[src/irqdc_map.svh]
// Purpose: Register map, field positions, reset values and timing counts for the request output stage
// Assumes: 200 MHz ref_clk
// Notes:   Definitions only
`ifndef IRQDC_MAP_SVH
`define IRQDC_MAP_SVH

// ----------------------------------------
// Register offsets
// ----------------------------------------
`define IRQDC_ADDR_W 10
`define IRQDC_CFG_OFS 10'h054

// ----------------------------------------
// Field positions
// ----------------------------------------
`define IRQDC_DEAS_MSB 31
`define IRQDC_DEAS_LSB 24
`define IRQDC_CLR_BIT 14
`define IRQDC_STS_BIT 13
`define IRQDC_INT_BIT 12
`define IRQDC_EN_BIT 8
`define IRQDC_POL_BIT 4
`define IRQDC_TYPE_BIT 0

// ----------------------------------------
// Reset values
// ----------------------------------------
`define IRQDC_DEAS_RST 8'h00
`define IRQDC_EN_RST 1'h0
`define IRQDC_POL_RST 1'h0
`define IRQDC_TYPE_RST 1'h0
`define IRQDC_ZERO32 32'h0000_0000

// ----------------------------------------
// Timing
// ----------------------------------------
`define IRQDC_UNIT_NS 10000
`define IRQDC_CLK_PERIOD_NS 5
`define IRQDC_UNIT_CYC (`IRQDC_UNIT_NS / `IRQDC_CLK_PERIOD_NS)
`define IRQDC_PRE_W 11

`endif

[src/irqdc_pkg.sv]
// Purpose: Types shared by the request output stage
// Assumes: Nothing beyond the map header
// Notes:   Field widths match the configuration register layout
`default_nettype none

package irqdc_pkg;

  // ----------------------------------------
  // Register port request
  // ----------------------------------------
  typedef struct packed {
    logic wr;
    logic rd;
    logic [9:0] addr;
    logic [31:0] wdata;
  } irqdc_req_s;

  // ----------------------------------------
  // Stored configuration
  // ----------------------------------------
  typedef struct packed {
    logic [7:0] deassert_interval;
    logic irq_enable;
    logic request_output_polarity;
    logic buffer_push_pull;
  } irqdc_cfg_s;

  typedef enum logic [0:0] {
    IRQDC_PASS,
    IRQDC_HOLD
  } irqdc_state_e;

endpackage : irqdc_pkg

`default_nettype wire

[src/irqdc_top.sv]
// Purpose: Request output stage: combines enabled sources, applies de-assertion interval, drives request pin
// Assumes: Register port, status, enable and soft reset come from logic on ref_clk
// Notes:   Read data is registered and valid one cycle after the read strobe
//
// Operation
// - An 8-bit interval field in bits 31:24 times the gap between assertions in steps of 10 us.
// - Writing the interval as zero disables it, resets its counter and lets held requests out at once.
// - A new non-zero interval value governs every later de-assertion interval.
// - Writing one to self-clearing bit 14 with a non-zero interval clears the counter and starts a fresh interval; zero does nothing.
// - Bit 13 reads one while an interval runs and requests are withheld from the pin, zero otherwise.
// - Bit 12 shows the internal combined request line, regardless of output enable or interval state.
// - With output enable bit 8 at zero the pin stays de-asserted and internal status is untouched.
// - In push-pull mode polarity bit 4 picks active low at zero and active high at one.
// - Buffer bit 0 picks open-drain at zero and push-pull at one; open-drain is always active low.
// - Polarity and buffer bits survive the soft reset; only the chip reset clears them.
// - The internal request line is the OR of status bits whose enable bits are set.
`include "irqdc_map.svh"
`timescale 1ns/1ps
`default_nettype none

module irqdc_top (
  input wire logic ref_clk,
  input wire logic rst_b,
  input wire logic clk_en,
  input wire irqdc_pkg::irqdc_req_s reg_req,
  output logic [31:0] reg_rdata,
  output logic reg_rvalid,
  input wire logic [31:0] interrupt_status,
  input wire logic [31:0] interrupt_enable,
  input wire logic soft_reset,
  output logic irq_pin_out,
  output logic irq_pin_oe
);

  // ----------------------------------------
  // Declarations
  // ----------------------------------------
  irqdc_pkg::irqdc_cfg_s cfg_ff;
  irqdc_pkg::irqdc_cfg_s nxt_cfg;
  irqdc_pkg::irqdc_state_e state_ff;
  irqdc_pkg::irqdc_state_e nxt_state;
  logic [`IRQDC_PRE_W-1:0] pre_ff;
  logic [`IRQDC_PRE_W-1:0] nxt_pre;
  logic [7:0] unit_ff;
  logic [7:0] nxt_unit;
  logic asserted_ff;
  logic nxt_asserted;
  logic pin_out_ff;
  logic nxt_pin_out;
  logic pin_oe_ff;
  logic nxt_pin_oe;
  logic [31:0] rdata_ff;
  logic [31:0] nxt_rdata;
  logic rvalid_ff;
  logic nxt_rvalid;
  logic irq_line;
  logic cfg_hit;
  logic wr_hit;
  logic clr_req;
  logic [7:0] wr_interval;
  logic pre_wrap;

  // ----------------------------------------
  // Decode
  // ----------------------------------------
  always_comb begin
    irq_line = |(interrupt_status & interrupt_enable);
    cfg_hit = (reg_req.addr == `IRQDC_CFG_OFS);
    wr_hit = reg_req.wr & cfg_hit;
    wr_interval = reg_req.wdata[`IRQDC_DEAS_MSB:`IRQDC_DEAS_LSB];
    clr_req = wr_hit & reg_req.wdata[`IRQDC_CLR_BIT];
    pre_wrap = (pre_ff == `IRQDC_PRE_W'(`IRQDC_UNIT_CYC - 1));
  end

  // ----------------------------------------
  // Configuration register
  // ----------------------------------------
  always_comb begin
    nxt_cfg = cfg_ff;
    if (soft_reset) begin
      // Polarity and buffer type deliberately kept
      nxt_cfg.deassert_interval = `IRQDC_DEAS_RST;
      nxt_cfg.irq_enable = `IRQDC_EN_RST;
    end else if (wr_hit) begin
      nxt_cfg.deassert_interval = wr_interval;
      nxt_cfg.irq_enable = reg_req.wdata[`IRQDC_EN_BIT];
      nxt_cfg.request_output_polarity = reg_req.wdata[`IRQDC_POL_BIT];
      nxt_cfg.buffer_push_pull = reg_req.wdata[`IRQDC_TYPE_BIT];
    end
  end

  always_ff @(posedge ref_clk or negedge rst_b) begin
    if (!rst_b) begin
      cfg_ff.deassert_interval <= `IRQDC_DEAS_RST;
      cfg_ff.irq_enable <= `IRQDC_EN_RST;
      cfg_ff.request_output_polarity <= `IRQDC_POL_RST;
      cfg_ff.buffer_push_pull <= `IRQDC_TYPE_RST;
    end else if (clk_en) begin
      cfg_ff <= nxt_cfg;
    end
  end

  // ----------------------------------------
  // De-assertion interval timer
  // ----------------------------------------
  // The limit is read live, so a new value also reshapes an interval already
  // running; the prescaler restarts with each interval so every unit is full.
  always_comb begin
    nxt_state = state_ff;
    nxt_pre = pre_ff;
    nxt_unit = unit_ff;
    if (soft_reset || (wr_hit && (wr_interval == `IRQDC_DEAS_RST))) begin
      nxt_state = irqdc_pkg::IRQDC_PASS;
      nxt_pre = '0;
      nxt_unit = '0;
    end else if (clr_req) begin
      nxt_state = irqdc_pkg::IRQDC_HOLD;
      nxt_pre = '0;
      nxt_unit = '0;
    end else begin
      unique case (state_ff)
        irqdc_pkg::IRQDC_HOLD: begin
          if (cfg_ff.deassert_interval == `IRQDC_DEAS_RST) begin
            nxt_state = irqdc_pkg::IRQDC_PASS;
            nxt_pre = '0;
            nxt_unit = '0;
          end else if (pre_wrap) begin
            nxt_pre = '0;
            if ((unit_ff + 8'h01) >= cfg_ff.deassert_interval) begin
              nxt_state = irqdc_pkg::IRQDC_PASS;
              nxt_unit = '0;
            end else begin
              nxt_unit = unit_ff + 8'h01;
            end
          end else begin
            nxt_pre = pre_ff + `IRQDC_PRE_W'(1);
          end
        end
        irqdc_pkg::IRQDC_PASS: begin
          // Pin falling back to idle opens a new interval
          if (asserted_ff && !(irq_line && cfg_ff.irq_enable) &&
              (cfg_ff.deassert_interval != `IRQDC_DEAS_RST)) begin
            nxt_state = irqdc_pkg::IRQDC_HOLD;
            nxt_pre = '0;
            nxt_unit = '0;
          end
        end
      endcase
    end
  end

  always_ff @(posedge ref_clk or negedge rst_b) begin
    if (!rst_b) begin
      state_ff <= irqdc_pkg::IRQDC_PASS;
      pre_ff <= '0;
      unit_ff <= '0;
    end else if (clk_en) begin
      state_ff <= nxt_state;
      pre_ff <= nxt_pre;
      unit_ff <= nxt_unit;
    end
  end

  // ----------------------------------------
  // Request pin
  // ----------------------------------------
  always_comb begin
    nxt_asserted = irq_line && cfg_ff.irq_enable && (state_ff == irqdc_pkg::IRQDC_PASS);
    if (cfg_ff.buffer_push_pull) begin
      nxt_pin_oe = 1'b1;
      nxt_pin_out = nxt_asserted ? cfg_ff.request_output_polarity : ~cfg_ff.request_output_polarity;
    end else begin
      // Open-drain pulls low only; polarity has no say here
      nxt_pin_oe = nxt_asserted;
      nxt_pin_out = 1'b0;
    end
  end

  always_ff @(posedge ref_clk or negedge rst_b) begin
    if (!rst_b) begin
      asserted_ff <= 1'b0;
      pin_out_ff <= 1'b0;
      pin_oe_ff <= 1'b0;
    end else if (clk_en) begin
      asserted_ff <= nxt_asserted;
      pin_out_ff <= nxt_pin_out;
      pin_oe_ff <= nxt_pin_oe;
    end
  end

  // ----------------------------------------
  // Register read path
  // ----------------------------------------
  always_comb begin
    nxt_rvalid = reg_req.rd;
    nxt_rdata = `IRQDC_ZERO32;
    if (reg_req.rd && cfg_hit) begin
      nxt_rdata[`IRQDC_DEAS_MSB:`IRQDC_DEAS_LSB] = cfg_ff.deassert_interval;
      nxt_rdata[`IRQDC_STS_BIT] = (state_ff == irqdc_pkg::IRQDC_HOLD);
      nxt_rdata[`IRQDC_INT_BIT] = irq_line;
      nxt_rdata[`IRQDC_EN_BIT] = cfg_ff.irq_enable;
      nxt_rdata[`IRQDC_POL_BIT] = cfg_ff.request_output_polarity;
      nxt_rdata[`IRQDC_TYPE_BIT] = cfg_ff.buffer_push_pull;
    end
  end

  always_ff @(posedge ref_clk or negedge rst_b) begin
    if (!rst_b) begin
      rdata_ff <= `IRQDC_ZERO32;
      rvalid_ff <= 1'b0;
    end else if (clk_en) begin
      rdata_ff <= nxt_rdata;
      rvalid_ff <= nxt_rvalid;
    end
  end

  assign reg_rdata = rdata_ff;
  assign reg_rvalid = rvalid_ff;
  assign irq_pin_out = pin_out_ff;
  assign irq_pin_oe = pin_oe_ff;

endmodule : irqdc_top

`default_nettype wire

[config.mk]
export PLATFORM = sky130hd
export DESIGN_NAME = irqdc_top
export DESIGN_NICKNAME = d
export VERILOG_FILES = /design/src/irqdc_pkg.sv /design/src/irqdc_top.sv
export VERILOG_INCLUDE_DIRS = /design/src
export SDC_FILE = /design/constraint.sdc
export NUM_CORES = 1
export LEC_CHECK = 0
export ABC_AREA = 1
export BUFFER_PORTS_ARGS = -buffer_cell sky130_fd_sc_hd__buf_4
export CORE_UTILIZATION = 52
export DETAILED_ROUTE_END_ITERATION = 10
export GPL_TIMING_DRIVEN = 1
export MAX_ROUTING_LAYER = met4
export PLACE_DENSITY_LB_ADDON = 0.12
export SYNTH_ARGS = -nofsm -noshare
export SYNTH_HDL_FRONTEND = slang
export SYNTH_SLANG_ARGS = --single-unit
[constraint.sdc]
create_clock -name ref_clk -period 4.49 [get_ports ref_clk]
set_input_delay 0.449 -clock ref_clk [delete_from_list [all_inputs] [get_ports ref_clk]]
set_output_delay 0.449 -clock ref_clk [all_outputs]
set_load 0.005 [all_outputs]
==> metrics.md <==
| Metric | Value |
|---|---|
| GRT Total Usage | `0.263` |
| Final setup viols | `0` |
| Share of the synthesized area in the top cell type | `0.361` |
| Sink Count | `48` |
| Initial antenna violation count | `0` |
| Final Hold Vio Count | `0` |
| Drt first pass iters | `4` |
| Async set or reset register ratio after synthesis | `1.00` |
| Status | `complete, no violations` |
| Reg clk slew, reported paths | `90 ps` |
| CTS tree | `done` |
| Max IR drop VDD | `0.000206 V` |
| F_max | `395 MHz` |
| Post-synthesis cell area | `0.00333 mm^2` |
| Vias in the first global route | `3029` |
| Fin crit period | `between 2000 and 3000 ps` |
| DP HPWL | `6.29 mm` |
| Fillers | `approximately 520` |
| Worst Setup SP | `unit_ff[0]` |
| Core Box Area | `0.00606 mm^2` |
| Die width | `82.0 um` |
| Largest net degree at the start of global routing | `49` |
| Clock Latency Late Sink | `310 ps` |
| Sum Neg Setup Slack | `0 ps` |
| Max-slew headroom | `0.557` |
| Iteration-0 DRC Markers | `about 130` |
| Min-Delay Path Class | `in -> async` |
| Most common cell after layout, fill and taps aside | `nand2_1` |
| Worst r2r src | `unit_ff[0]` |
| Cell area power density | `212 mW/mm^2` |
| Final wirelength | `approximately 8 mm` |
| DRC Markers | `0` |
| # port buffers | `107` |
| Ratio of final minimum period to clock period | `0.564` |
| Critical path fanouts, max | `5` |
| Hold_buf cts | `0` |
| Prevailing post-synth register cell | `dfrtp_1` |
| Yosys warning count | `0` |
| Synthesis-stage register bit count | `48` |
| First-pass GRT wire length | `13.0 mm` |
| Die Area | `0.00673 mm^2` |
| CP Data Required Time | `4730 ps` |
| Wirelength per Cell | `12.3 um` |
| Initial Util | `0.549` |
| Startpoint Class | `flip-flop` |
| GPL Wtd Cong | `a little over 0.9` |
| Max clock buf depth | `2` |
| Post-Syn Area per Cell | `6.94 um^2` |
| Endpoint arrival time on the critical path | `around 2800 ps` |
| LEAKAGE | `2.29 nW` |
| CTS root buffer | `clkbuf_8` |
| Via count | `~3300` |
| Post-synthesis cell type count | `32` |
| EDFF count, synth | `0` |
| Cells after DPL | `652` |
| Unrepaired setup endpoints after global routing | `false` |
| Sequential area share after synthesis | `0.361` |
| Highest-count cells in the layout ignoring fill and taps | `nand2_1, buf_4, inv_1` |
| Max-cap violations | `0` |
| Count of pins over their slew limit | `0` |
| Crit. End Element | `flip-flop` |
| H-tree lvl count | `2` |
| Post-CTS sizing | `0` |
| CTS Buf Count | `5` |
| Chip height | `82.0 um` |
| Post-CTS Setup Bufs | `0` |
| Layout Cells excl Fill | `660` |
| Num rows | `28` |
| Ports | `between 100 and 150` |
| Yosys top cell by area | `dfrtp_1` |
| Vias per cell | `5.03` |
| Ant. Diodes | `0` |
| Cells taking the most area after synthesis | `dfrtp_1, nand2_1, inv_1` |
| Worst Clk Skew | `10.1 ps` |
| Worst Max-Slew Pin Slew | `around 660 ps` |
| Syn-to-layout area delta | `26.8%` |
| Share of post-route cells with drive strength above 1 | `0.239` |
| Global route total overflow | `0` |
| Post-Syn Instances | `480` |
| DRT antenna net count | `0` |
| Layout Nets | `~710` |
| Crit path kind | `reg -> reg` |
-- layer usage --
| metal | track usage | part of all wire | up-vias | routed length [um] |
|---|---|---|---|---|
| met5 | - | 0 | - | 0 |
| met3 | 0.0389 | 0.061 | 23 | 493 |
| li1 | - | - | 1685 | - |
| met2 | 0.485 | 0.52 | 116 | 4220 |
| met1 | 0.275 | 0.39 | 1498 | 3180 |
| met4 | 0.112 | 0.027 | 0 | 218 |
-- final timing paths --
check | cells past startpoint | endpoint | slack (ps)
setup / recovery | 13 | unit_ff[2] | 1960
hold / removal | 1 | pre_ff[8] | 130
setup reg to reg | 13 | unit_ff[2] | 1960
hold reg to reg | 2 | reg_rvalid | 480
max in group asynchronous | 1 | reg_rdata[0] | 3930
min in group ref_clk | 3 | reg_rvalid | 370
-- area by class of cell --
cell class	instances	area, um^2	area share
clock inverters	1	30.0	0.00711
multi-input cells	360	1770	0.418
repair buffers	107	803	0.190
inverters	62	233	0.0551
well taps	75	93.8	0.0222
clock buffers	7	96.3	0.0228
flip-flops and latches	48	1200	0.284
-- Yosys cell counts, types with 7 or more instances --
master   count
nor2_1      38
dfrtp_1     48
buf_4       20
nand4_1      9
nand2_1    156
a21oi_1      7
inv_1       61
o21ai_0     30
nand3_1     36
nor3_1      12
xor2_1       9
ha_1        10
-- power by group --
part	internal, W	switching (W)
combinational	0.0000653	0.0000581
clock	0.000196	0.000142
sequential	0.000434	0.00000107
-- flip-flops by register name, indices dropped and copies added (netlist names) --
register,flops
pre_ff,11
unit_ff,8
reg_rdata,13
irq_pin_out,1
state_ff,1
reg_rvalid,1
asserted_ff,1
irq_pin_oe,1
cfg_ff,11
-- cells by family after synthesis --
| group | count (synthesis) | synth area share |
|---|---|---|
| other | 1 | 0.00113 |
| and+or+nand+nor | 269 | 0.354 |
| DFF | 48 | 0.361 |
| AOI/OAI and AO/OA | 51 | 0.0872 |
| xor gates and xnor gates | 9 | 0.0237 |
| buffers and inverters | 90 | 0.129 |
| adders and majority gates | 10 | 0.0376 |
| muxes | 2 | 0.00676 |
-- through the flow --
step           hold slack [ps]  utilization  setup WS, ps  cell area (um^2)  total power (W)
2_1_floorplan              153            -          2300              3400         0.000500
3_3_place_gp               457        0.676          2000              4100         0.000566
3_5_place_dp               463        0.676          1990              4100         0.000568
4_1_cts                    167        0.697          1950              4220         0.000907
5_1_grt                    198        0.697          1650              4220         0.000936
6_report                   132        0.697          1960              4220         0.000897
-- critical path, stage by stage (launching register included) --
cell,delay (ps)
dfrtp_1,420
ha_1,210
nand3_1,110
nand3b_1,190
xor2_1,210
inv_1,80
ha_1,270
nand2_1,110
o21ai_0,100
a21oi_1,350
inv_1,80
nor3_1,190
nand3_1,90
nand2_1,90
(Power assumes the default switching activity.)
